$ cat src/logic/dcwd_map.svh
// Constants for the door command word decoder: bit positions, codes,
// reset values. Definitions only; included by the package and modules.
`ifndef DCWD_MAP_SVH
`define DCWD_MAP_SVH

// Main control word bits
`define DCWD_CTL_ENABLE_BIT   3
`define DCWD_CTL_FAULT_ACK_BIT 7
`define DCWD_CTL_REMOTE_BIT   10
// Main status word bits
`define DCWD_STS_ENABLED_BIT  2
`define DCWD_STS_REMOTE_REQ_BIT 9
// Door command word fields
`define DCWD_CODE_LSB         0
`define DCWD_CODE_MSB         3
`define DCWD_MOD_SLOW_BIT     8
`define DCWD_MOD_NUDGE_BIT    9
`define DCWD_MOD_SPECIAL_BIT  11
`define DCWD_MOD_SYNC_BIT     13
`define DCWD_MOD_ENDPOS_BIT   14
`define DCWD_MOD_REVERSE_BIT  15
// Door command codes
`define DCWD_CODE_COAST       4'h0
`define DCWD_CODE_BRAKE       4'h1
`define DCWD_CODE_OPEN        4'h2
`define DCWD_CODE_CLOSE       4'h3
`define DCWD_CODE_LEARN       4'h4
`define DCWD_CODE_LAST_VALID  4'h4
// Reset values
`define DCWD_RST_CODE         4'h0
`define DCWD_RST_WORD         16'h0000

`endif

$ cat src/logic/dcwd_pkg.sv
// Types shared by the door command word decoder files.
// Assumes dcwd_map.svh sits on the include path.
`include "dcwd_map.svh"

package dcwd_pkg;

   // Motor action driven out to the drive stage
   typedef enum logic [2:0]
   {
      DCWD_ACT_COAST = 3'h0,
      DCWD_ACT_BRAKE = 3'h1,
      DCWD_ACT_OPEN  = 3'h3,
      DCWD_ACT_CLOSE = 3'h2,
      DCWD_ACT_LEARN = 3'h6
   } dcwd_action_t;

   // Modifier flags qualifying the door command
   typedef struct packed
   {
      logic slow;
      logic nudge;
      logic special;
      logic wait_mode_sync_flag;
      logic end_position_sensor_flag;
      logic reversing_unit_flag;
   } dcwd_mods_t;

   // Decoded command as handed to motion control
   typedef struct packed
   {
      dcwd_action_t action;
      dcwd_mods_t   mods;
   } dcwd_cmd_t;

endpackage

$ cat src/logic/dcwd_edge_det.sv
// Rising edge detector for one synchronous level.
// Assumes the input is already synchronous to sys_clk.
`timescale 1ns/10ps

module dcwd_edge_det
(
   input  wire logic sys_clk,   // Device clock
   input  wire logic resetn,    // Synchronous reset, active low
   input  wire logic level,     // Level to watch
   output logic      rise       // One-cycle pulse on 0 to 1
);
   logic prev_q;
   logic prev_d;

   // Previous level, cleared so a high level at release is an edge
   always_comb
   begin
      prev_d = level;
   end

   always_ff @(posedge sys_clk)
   begin
      if (!resetn)
         prev_q <= 1'b0;
      else
         prev_q <= prev_d;
   end

   assign rise = level & ~prev_q;

endmodule

$ cat src/logic/dcwd_decoder.sv
// Door command word decoder: takes the main control word and the door
// command word from cyclic process data and produces the motor action,
// modifier flags, fault-acknowledge pulse and remote-request status.
// Assumes both words are held stable by the fieldbus front end and are
// synchronous to sys_clk; new_frame pulses once per received frame.
`timescale 1ns/10ps
`include "dcwd_map.svh"

// Summary of operation
// - Remote grant bit 10 set makes received process data valid.
// - Grant bit clear: data ignored, local operation allowed.
// - Sign-of-life monitoring continues regardless of the grant bit.
// - Fault acknowledge bit 7 acts only on a rising edge.
// - Door command code is bits 0 to 3 of the door command word.
// - Reserved codes 5 to 15 are rejected; last valid code kept.
// - Code 0 de-energizes the motor so it coasts.
// - Code 1 brakes by shorting the winding.
// - Code 2 drives in the learned opening direction.
// - Code 3 drives in the learned closing direction.
// - Code 4 starts a learn run with the active parameter record.
// - Bits 8 to 15 are modifier flags qualifying the command; bits 10 and 12 are not decoded.
// - Modifier bit 8 selects the slow motion profile.
// - Modifier bit 9 selects nudging, when the feature is present.
// - Modifier bit 11 selects the special learn run variant.
// - Modifier bit 13 is the waiting mode sync flag.
// - Modifier bit 14 carries the end-position sensor indication.
// - Modifier bit 15 carries the reversing unit signal.
// - Remote commands execute only while enable-operation bit 3 is set; local commands always execute.
// - Status bit 9 set while remote takeover is requested.
module dcwd_decoder
#(
   parameter bit NUDGE_PRESENT = 1'b1   // Nudging feature built in
)
(
   input  wire logic             sys_clk,           // 125 MHz clock
   input  wire logic             resetn,            // Sync reset, low
   input  wire logic [15:0]      main_control_word, // Received control
   input  wire logic [15:0]      door_command_word, // Received command
   input  wire logic             new_frame,         // Frame received
   input  wire logic             remote_request,    // Takeover wanted
   input  wire logic             local_cmd_valid,   // Local cmd strobe
   input  wire dcwd_pkg::dcwd_cmd_t local_cmd,      // Local command
   output dcwd_pkg::dcwd_cmd_t   cmd_out,           // Applied command
   output logic                  cmd_execute,       // Motion enabled
   output logic                  remote_active,     // Data valid
   output logic                  fault_ack,         // Ack pulse
   output logic                  code_rejected,     // Reserved code seen
   output logic                  life_frame,        // Sign-of-life tick
   output logic [15:0]           main_status_word   // Status bits
);
   import dcwd_pkg::*;

   logic [3:0]   code_q;
   logic [3:0]   code_d;
   dcwd_mods_t   mods_q;
   dcwd_mods_t   mods_d;
   dcwd_cmd_t    cmd_q;
   dcwd_cmd_t    cmd_d;
   logic         exec_q;
   logic         exec_d;
   logic         remote_q;
   logic         remote_d;
   logic         rej_q;
   logic         rej_d;
   logic         life_q;
   logic         life_d;
   logic [15:0]  status_q;
   logic [15:0]  status_d;
   logic         ack_raw;
   logic         grant;
   logic [3:0]   rx_code;
   logic         rx_valid;
   dcwd_action_t remote_act;

   // Field extraction from the received words
   assign grant    = main_control_word[`DCWD_CTL_REMOTE_BIT];
   assign rx_code  =
      door_command_word[`DCWD_CODE_MSB:`DCWD_CODE_LSB];
   assign rx_valid = (rx_code <= `DCWD_CODE_LAST_VALID);

   // Edge detect on the fault acknowledge bit; a steady level is ignored
   dcwd_edge_det u_ack_edge
   (
      .sys_clk (sys_clk),
      .resetn  (resetn),
      .level   (main_control_word[`DCWD_CTL_FAULT_ACK_BIT]),
      .rise    (ack_raw)
   );

   // Stored code and modifiers; only updated from valid remote data
   always_comb
   begin
      code_d = code_q;
      mods_d = mods_q;
      rej_d  = 1'b0;
      if (new_frame && grant)
      begin
         if (rx_valid)
            code_d = rx_code;
         else
            rej_d = 1'b1;
         // Only assigned bits are picked; 4..7, 10, 12 fall away
         // so unused bits can never disturb a command
         mods_d.slow    =
            door_command_word[`DCWD_MOD_SLOW_BIT];
         mods_d.nudge   = NUDGE_PRESENT &
            door_command_word[`DCWD_MOD_NUDGE_BIT];
         mods_d.special =
            door_command_word[`DCWD_MOD_SPECIAL_BIT];
         mods_d.wait_mode_sync_flag =
            door_command_word[`DCWD_MOD_SYNC_BIT];
         mods_d.end_position_sensor_flag =
            door_command_word[`DCWD_MOD_ENDPOS_BIT];
         mods_d.reversing_unit_flag =
            door_command_word[`DCWD_MOD_REVERSE_BIT];
      end
   end

   always_ff @(posedge sys_clk)
   begin
      if (!resetn)
      begin
         code_q <= `DCWD_RST_CODE;
         mods_q <= '0;
         rej_q  <= 1'b0;
      end
      else
      begin
         code_q <= code_d;
         mods_q <= mods_d;
         rej_q  <= rej_d;
      end
   end

   // Code to motor action; unknown codes cannot be stored, coast anyway
   always_comb
   begin
      case (code_q)
         `DCWD_CODE_COAST: remote_act = DCWD_ACT_COAST;
         `DCWD_CODE_BRAKE: remote_act = DCWD_ACT_BRAKE;
         `DCWD_CODE_OPEN:  remote_act = DCWD_ACT_OPEN;
         `DCWD_CODE_CLOSE: remote_act = DCWD_ACT_CLOSE;
         `DCWD_CODE_LEARN: remote_act = DCWD_ACT_LEARN;
         default:          remote_act = DCWD_ACT_COAST;
      endcase
   end

   // Command source select and execution gating
   always_comb
   begin
      cmd_d    = cmd_q;
      remote_d = grant;
      exec_d   = main_control_word[`DCWD_CTL_ENABLE_BIT] &
                 grant;
      if (grant)
      begin
         cmd_d.action = remote_act;
         cmd_d.mods   = mods_q;
      end
      else
      begin
         // Local panel drives the door when remote data is invalid
         exec_d = 1'b1;
         if (local_cmd_valid)
            cmd_d = local_cmd;
      end
      // Not executing means the motor is left coasting
      if (!exec_d)
         cmd_d.action = DCWD_ACT_COAST;
   end

   always_ff @(posedge sys_clk)
   begin
      if (!resetn)
      begin
         cmd_q    <= '{action: DCWD_ACT_COAST, mods: '0};
         remote_q <= 1'b0;
         exec_q   <= 1'b0;
      end
      else
      begin
         cmd_q    <= cmd_d;
         remote_q <= remote_d;
         exec_q   <= exec_d;
      end
   end

   // Status word and sign-of-life tick; the tick ignores the grant bit
   always_comb
   begin
      life_d   = new_frame;
      status_d = '0;
      status_d[`DCWD_STS_REMOTE_REQ_BIT] = remote_request;
      status_d[`DCWD_STS_ENABLED_BIT]    = exec_q;
   end

   always_ff @(posedge sys_clk)
   begin
      if (!resetn)
      begin
         life_q   <= 1'b0;
         status_q <= `DCWD_RST_WORD;
      end
      else
      begin
         life_q   <= life_d;
         status_q <= status_d;
      end
   end

   // Fault ack also needs remote control; local acks come by panel
   assign fault_ack        = ack_raw & grant;
   assign cmd_out          = cmd_q;
   assign cmd_execute      = exec_q;
   assign remote_active    = remote_q;
   assign code_rejected    = rej_q;
   assign life_frame       = life_q;
   assign main_status_word = status_q;

   // Checks next to the logic they guard, all on sys_clk

   // A reserved code leaves the stored code alone
   a_reject_keeps_code: assert property (
      @(posedge sys_clk) disable iff (!resetn)
      new_frame && grant && rx_code > 4'h4 |=> code_q == $past(code_q))
      else $error("reserved code changed stored code");

   // Rejection is also reported for one cycle
   a_reject_flag: assert property (
      @(posedge sys_clk) disable iff (!resetn)
      new_frame && grant && rx_code > 4'h4 |=> code_rejected)
      else $error("reserved code not flagged");

   // A valid code is stored from a granted frame
   a_valid_code_taken: assert property (
      @(posedge sys_clk) disable iff (!resetn)
      new_frame && grant && rx_code <= 4'h4 |=> code_q == $past(rx_code))
      else $error("valid code not stored");

   // Without the grant nothing received is stored
   a_no_grant_hold: assert property (
      @(posedge sys_clk) disable iff (!resetn)
      !grant |=> code_q == $past(code_q) && mods_q == $past(mods_q))
      else $error("data taken without grant");

   // Without the grant the local command runs
   a_local_taken: assert property (
      @(posedge sys_clk) disable iff (!resetn)
      !grant && local_cmd_valid |=> cmd_execute &&
      cmd_out == $past(local_cmd))
      else $error("local command not applied");

   // An ack pulse needs a rising edge on the ack bit
   a_ack_edge_only: assert property (
      @(posedge sys_clk) disable iff (!resetn)
      fault_ack |-> !$past(main_control_word[7]))
      else $error("ack without rising edge");

   // A granted rising edge always gives the pulse
   a_ack_rise: assert property (
      @(posedge sys_clk) disable iff (!resetn)
      grant && main_control_word[7] && !$past(main_control_word[7])
      |-> fault_ack)
      else $error("rising ack edge missed");

   // Enable bit clear with the grant set: nothing moves
   a_enable_gates: assert property (
      @(posedge sys_clk) disable iff (!resetn)
      grant && !main_control_word[3] |=> !cmd_execute &&
      cmd_out.action == DCWD_ACT_COAST)
      else $error("command executed while disabled");

   // Stored code to motor action, one check per valid code
   a_coast_decode: assert property (
      @(posedge sys_clk) disable iff (!resetn)
      grant && main_control_word[3] && code_q == 4'h0 |=>
      cmd_out.action == DCWD_ACT_COAST)
      else $error("coast code not decoded");

   a_brake_decode: assert property (
      @(posedge sys_clk) disable iff (!resetn)
      grant && main_control_word[3] && code_q == 4'h1 |=>
      cmd_out.action == DCWD_ACT_BRAKE)
      else $error("brake code not decoded");

   a_open_decode: assert property (
      @(posedge sys_clk) disable iff (!resetn)
      grant && main_control_word[3] && code_q == 4'h2 |=>
      cmd_out.action == DCWD_ACT_OPEN)
      else $error("open code not decoded");

   a_close_decode: assert property (
      @(posedge sys_clk) disable iff (!resetn)
      grant && main_control_word[3] && code_q == 4'h3 |=>
      cmd_out.action == DCWD_ACT_CLOSE)
      else $error("close code not decoded");

   a_learn_decode: assert property (
      @(posedge sys_clk) disable iff (!resetn)
      grant && main_control_word[3] && code_q == 4'h4 |=>
      cmd_out.action == DCWD_ACT_LEARN)
      else $error("learn code not decoded");

   // Stored modifiers travel with the granted command
   a_mods_passed: assert property (
      @(posedge sys_clk) disable iff (!resetn)
      grant |=> cmd_out.mods == $past(mods_q))
      else $error("modifiers not passed on");

   // Slow flag reaches the command two cycles after its frame
   a_slow_flag: assert property (
      @(posedge sys_clk) disable iff (!resetn)
      new_frame && grant ##1 grant |=>
      cmd_out.mods.slow == $past(door_command_word[8], 2))
      else $error("slow flag mismatch");

   // Each assigned modifier bit lands in its own flag
   a_nudge_flag: assert property (
      @(posedge sys_clk) disable iff (!resetn)
      new_frame && grant |=> mods_q.nudge ==
      (NUDGE_PRESENT && $past(door_command_word[9])))
      else $error("nudge flag mismatch");

   a_special_flag: assert property (
      @(posedge sys_clk) disable iff (!resetn)
      new_frame && grant |=>
      mods_q.special == $past(door_command_word[11]))
      else $error("special flag mismatch");

   a_sync_flag: assert property (
      @(posedge sys_clk) disable iff (!resetn)
      new_frame && grant |=>
      mods_q.wait_mode_sync_flag == $past(door_command_word[13]))
      else $error("sync flag mismatch");

   a_end_pos_flag: assert property (
      @(posedge sys_clk) disable iff (!resetn)
      new_frame && grant |=>
      mods_q.end_position_sensor_flag == $past(door_command_word[14]))
      else $error("end position flag mismatch");

   a_reverse_flag: assert property (
      @(posedge sys_clk) disable iff (!resetn)
      new_frame && grant |=>
      mods_q.reversing_unit_flag == $past(door_command_word[15]))
      else $error("reversing flag mismatch");

   // Sign of life follows every frame, granted or not
   a_life_tick: assert property (
      @(posedge sys_clk) disable iff (!resetn)
      new_frame |=> life_frame)
      else $error("sign of life lost");

   // Takeover request shows in the status word
   a_status_req: assert property (
      @(posedge sys_clk) disable iff (!resetn)
      remote_request |=> main_status_word[9])
      else $error("remote request not shown");

endmodule

$ cat config.mk
export PLATFORM = sky130hd
export DESIGN_NAME = dcwd_decoder
export DESIGN_NICKNAME = d
export VERILOG_FILES = /design/src/logic/dcwd_pkg.sv /design/src/logic/dcwd_edge_det.sv /design/src/logic/dcwd_decoder.sv
export VERILOG_INCLUDE_DIRS = /design/src /design/src/logic
export SDC_FILE = /design/constraint.sdc
export NUM_CORES = 1
export LEC_CHECK = 0
export BUFFER_PORTS_ARGS = -buffer_cell sky130_fd_sc_hd__buf_2
export CAP_MARGIN = 25
export CORE_AREA = 2 2 59 61
export CTS_CLUSTER_SIZE = 12
export DETAILED_ROUTE_END_ITERATION = 8
export DIE_AREA = 0 0 61 63
export HOLD_SLACK_MARGIN = 0.03
export PLACE_DENSITY = 0.73
export SLEW_MARGIN = 10
export SYNTH_ARGS = -nofsm -noshare
export SYNTH_HDL_FRONTEND = slang
export SYNTH_HIERARCHICAL = 1
export SYNTH_SLANG_ARGS = --single-unit
export TNS_END_PERCENT = 50
$ cat constraint.sdc
create_clock -name sys_clk -period 1.2 [get_ports sys_clk]
set_clock_uncertainty 0.1 [all_clocks]
set_input_delay 0.3 -clock sys_clk [delete_from_list [all_inputs] [get_ports sys_clk]]
set_output_delay 0.3 -clock sys_clk [all_outputs]
set_load 0.01 [all_outputs]
# --- Word-level counts from Yosys, hierarchy flattened ---
# Index checks and enable logic that the tools add are counted.
totals:
  register_bits: 40
  input_bits: 46
  out_inout_bits: 30
op_classes:
  n_lt_le_gt_ge: 1
  eq_ne: 4
  muxes: 5
  bitwise: 4
  reduce_logical: 5
op_table:
  columns: ["operator", "count"]
  rows:
  - ["2-to-1 mux 9 bit", 2]
  - ["case mux 3 bit (4 select lines)", 1]
  - ["== test 4 x 2 -> 1 bit, second input constant", 2]
  - ["AND reduction 2 bit", 3]
  - ["== test 4 x 1 -> 1 bit, second input constant", 1]
  - ["== test 4 x 3 -> 1 bit, second input constant", 1]
  - ["less-or-equal comparator 4 x 3 -> 1 bit, second input constant", 1]
  - ["bitwise AND 1 bit", 3]
  - ["2-to-1 mux 1 bit", 2]
  - ["nonzero test 2 bit", 1]
  - ["logical AND 1 bit", 1]
  - ["NOT 1 bit", 1]

# --- Longest topological paths before layout ---
depth:
  ltp_word: 3
  ltp_mapped: 4

# --- Hierarchy ---
# Netlist, hierarchy kept.
modules_own_cells:
  columns: ["module", "n_inst", "cells_per_inst", "area_per_inst_um2", "seq_area_each_um2"]
  rows:
  - ["dcwd_decoder", 1, 128, 1114.8, 500.5]
  - ["dcwd_edge_det", 1, 3, 40.0, 20.0]

# --- Least setup slack after synthesis ---
# OpenSTA, ideal clock, no wires.
synth_timing:
  path_type: "input port to flip-flop"
  from: "input local_cmd_valid"
  to: "register cmd_q, in the netlist cmd_out[6]"
  setup_time_ns: 0.123
  t_arrival_ns: 0.993
  required_ns: 0.977
  setup_slack_ns: -0.017
  stages: 4
  path_buffers: 1
  path_cell_list: "buf_2 mux2_2 a32oi_1 nor2_1"
synth_between:
  elab_chain_cells: 1
synth_lines:
  columns: ["element", "line", "source"]
  rows:
  - ["start: declaration", "dcwd_decoder.sv:41", "input wire logic local_cmd_valid,"]
  - ["nonzero test 2 bit (no line)", null, null]
  - ["end signal: assignment", "dcwd_decoder.sv:176", "cmd_q <= '{action: DCWD_ACT_COAST, mods: '0};"]
  - ["end signal: assignment", "dcwd_decoder.sv:182", "cmd_q <= cmd_d;"]
  - ["end: declaration", "dcwd_decoder.sv:57", "dcwd_cmd_t cmd_q;"]
# No other way between the ends.
# A chain may end at the register's enable or synchronous reset.

# --- Worst setup path in the final report ---
layout_timing:
  from: "register u_ack_edge.prev_q"
  to: "output fault_ack"
layout_between:
  elab_chain_cells: 3
layout_lines:
  columns: ["element", "line", "source"]
  rows:
  - ["start: declaration", "dcwd_edge_det.sv:12", "logic prev_q;"]
  - ["start signal: assignment", "dcwd_edge_det.sv:26", "prev_q <= prev_d;"]
  - ["NOT 1 bit", "dcwd_edge_det.sv:29", "assign rise = level & ~prev_q;"]
  - ["bitwise AND 1 bit", "dcwd_edge_det.sv:29", null]
  - ["via ack_raw", "dcwd_decoder.sv:69", "logic ack_raw;"]
  - ["bitwise AND 1 bit", "dcwd_decoder.sv:212", "assign fault_ack = ack_raw & grant;"]
  - ["end: declaration", "dcwd_decoder.sv:46", "output logic fault_ack,"]
# The timed path passes the listed nets, and every way through them passes these cells.

==> flow_summary.ini <==
[yosys]
ys_seq_area_frac = 0.451
netlist_area_sq_um = 1150
syn-mean-instance-area_sq_um = 8.82
synth_cells = 131
ys_warn_count = 6
synth.distinct_cells = 26
ys_ff_latch = 26
synth_top_area_frac = 0.451
synth_area_leaders = dfxtp_1 (45%), buf_4 (9.1%), mux2_2 (8.8%)
synth_top_cell_by_area = dfxtp_1

[power]
ir_worst_vdd_uv = 377
p_leak_nw = 0.726
p_sw_uw = 411
p_comb_frac = 0.175
internal_power_mw = 1.24
pwr-share-clk = 0.265
swShare = 0.248
p_per_area_nw_per_um2 = 1050
seqPwrFrac = 0.560
total_power_mw = 1.66

[setup_path]
cp.required_ps = 800
path_max_fanout = 1
critPathTopFamily = flip-flops
max_stage_delay_ps = 350
cp-end-kind = output port
crit_arrival_ps = 990
cp_slowest_cell = dfxtp_2
path_cells = nor2b_4 > and2_4 > buf_6
setup.worst_path.start_class = register
path_buf_inv = 1
criticalPathCategory = register to output port

[sta]
fmax_mhz = 720
post-route-min-period_ps = 1390
period_share = 1.16
worst_slack_ps = -190
whs_ps = 81.4
final_hold_viol_count = 0
grt_setup_unrepaired = yes
slew_violations = 0
setup_viol_count_final = 1

[clocking]
cts_buffer_depth = 2
cts_buffers = 3
clkSinkCount = 26
tritoncts = yes
clk_pin_slew_ps = 140
h-tree-depth = 1
cts_setup_buffers = 0
clk_root_buffer_cell = clkbuf_4
worstSkewPairLatency_ps = 310

[detailed_routing]
drc = 0
routed-via-count = 928
drtIter0Drc = 18
wl_per_cell_um = 10.4
routed_wl_mm = 2.34
first_pass_iters = 4
ant_nets = 0
viasPerCell = 4.14

[global_routing]
grt_pass1_vias = 856
grt_max_degree = 15
grt_pass1_wl_mm = 3.55
antenna_found_initial = 0
grt_usage = 0.120
grt-ovfl-total = 0

[floorplanning]
die_area_sq_um = 3840
die_w_um = 61
die_h_um = 63
rows = 21
ioPinCount = 76
core-area_sq_um = 3230
start_util = 0.357

[placed_design]
gp_congestion = 0.725
post-place-ws_ps = -97.7
post-dp-hpwl_mm = 1.71
dp_cells = 220
portBuffers = 42

[final_layout]
syn_to_final_growth_pct = 36.8
mostFrequentLayoutCells = buf_2 (27), nand2_1 (26), dfxtp_2 (15), buf_6 (15), conb_1 (14)
nNetsFinal = 225
layout_commonest_cell = buf_2
n_fill_cell = 321
stdcell_count = 224
final_layout_size_suffix_gt1_frac = 0.466
diodes = 0

[run_status]
violations = setup timing
status = finished, violations left

[job]
maxCapViolCount = 0

[hold_path]
min_path_type = input port to register
[flip-flops by register name, indices dropped and copies added (netlist names)]
register           flops
code_q                 4
mods_q                 6
cmd_execute            1
life_frame             1
main_status_word       2
cmd_out                9
remote_active          1
u_ack_edge/prev_q      1
code_rejected          1
[what timing repair did]
| item | in CTS | in global routing |
|---|---|---|
| hold buffers | 0 | 0 |
| pin swaps | 0 | 0 |
| resized for setup | 9 | 23 |
| gates cloned | 0 | 0 |
| endpoints found under the setup margin | 6 | 16 |
[Yosys cell counts (all sizes together)]
cell    instances
inv             4
nor3            2
xor2            1
o21a            1
nor2b           3
nor2            5
a22oi           1
clkbuf          3
and2            5
mux2i           3
nand3           6
mux2            9
o21ai           2
dfxtp          26
buf            17
conb            1
a21oi          13
nor3b           1
nand2          27
a32oi           1
[metal layers]
| layer | global-route usage | wire length [um] |
|---|---|---|
| met1 | 0.163 | 1070 |
| met3 | 0.0331 | 183 |
| met5 | 0 | 0 |
| met2 | 0.184 | 1080 |
| met4 | 0.0326 | 12 |
[cell families (layout without fill, tap and decap cells)]
logic type	Yosys count	after routing	share of synthesized area
DFF	26	26	0.451
AOI/OAI and AO/OA	18	18	0.0856
other	1	14	0.00325
buffers and inverters	24	58	0.128
xor gates and xnor gates	1	1	0.00759
muxes	12	12	0.114
and+or+nand+nor	49	49	0.211
[final timing paths]
| check | start | end | slack, ps | cells past startpoint |
|---|---|---|---|---|
| min | remote_request | main_status_word[9] | 80 | 2 |
| min reg2reg | code_q[3] | code_q[3] | 350 | 2 |
| max reg2reg | cmd_out[8] | cmd_out[8] | 200 | 3 |
| max | u_ack_edge/prev_q | fault_ack | -190 | 3 |
[layout make-up]
cell class / count / area, sq um / area share
Inverter: 4 / 15.0 / 0.00950
Clock buffer: 4 / 36.3 / 0.0230
Tap cell: 46 / 57.6 / 0.0364
Sequential cell: 26 / 539 / 0.341
Timing Repair Buffer: 50 / 389 / 0.246
Multi-Input combinational cell: 94 / 543 / 0.344
[per-stage QoR]
step                      area [sq um]  utilization  setup TNS, ps
after floorplan                   1210            -              0
after global placement            1420        0.441           -513
after detailed placement          1420        0.441           -557
after CTS                         1490        0.460           -200
after global routing              1580        0.489           -360
final                             1580        0.489           -190
[power groups by stage]
stage	clock, mW	sequential, mW	combinational [mW]
after floorplan	0	0.947	0.169
after global placement	0	0.934	0.261
after detailed placement	0	0.936	0.262
after CTS	0.457	0.920	0.268
after global routing	0.484	0.932	0.320
final	0.439	0.927	0.290
No activity file was read; power rests on OpenSTA's default activity.
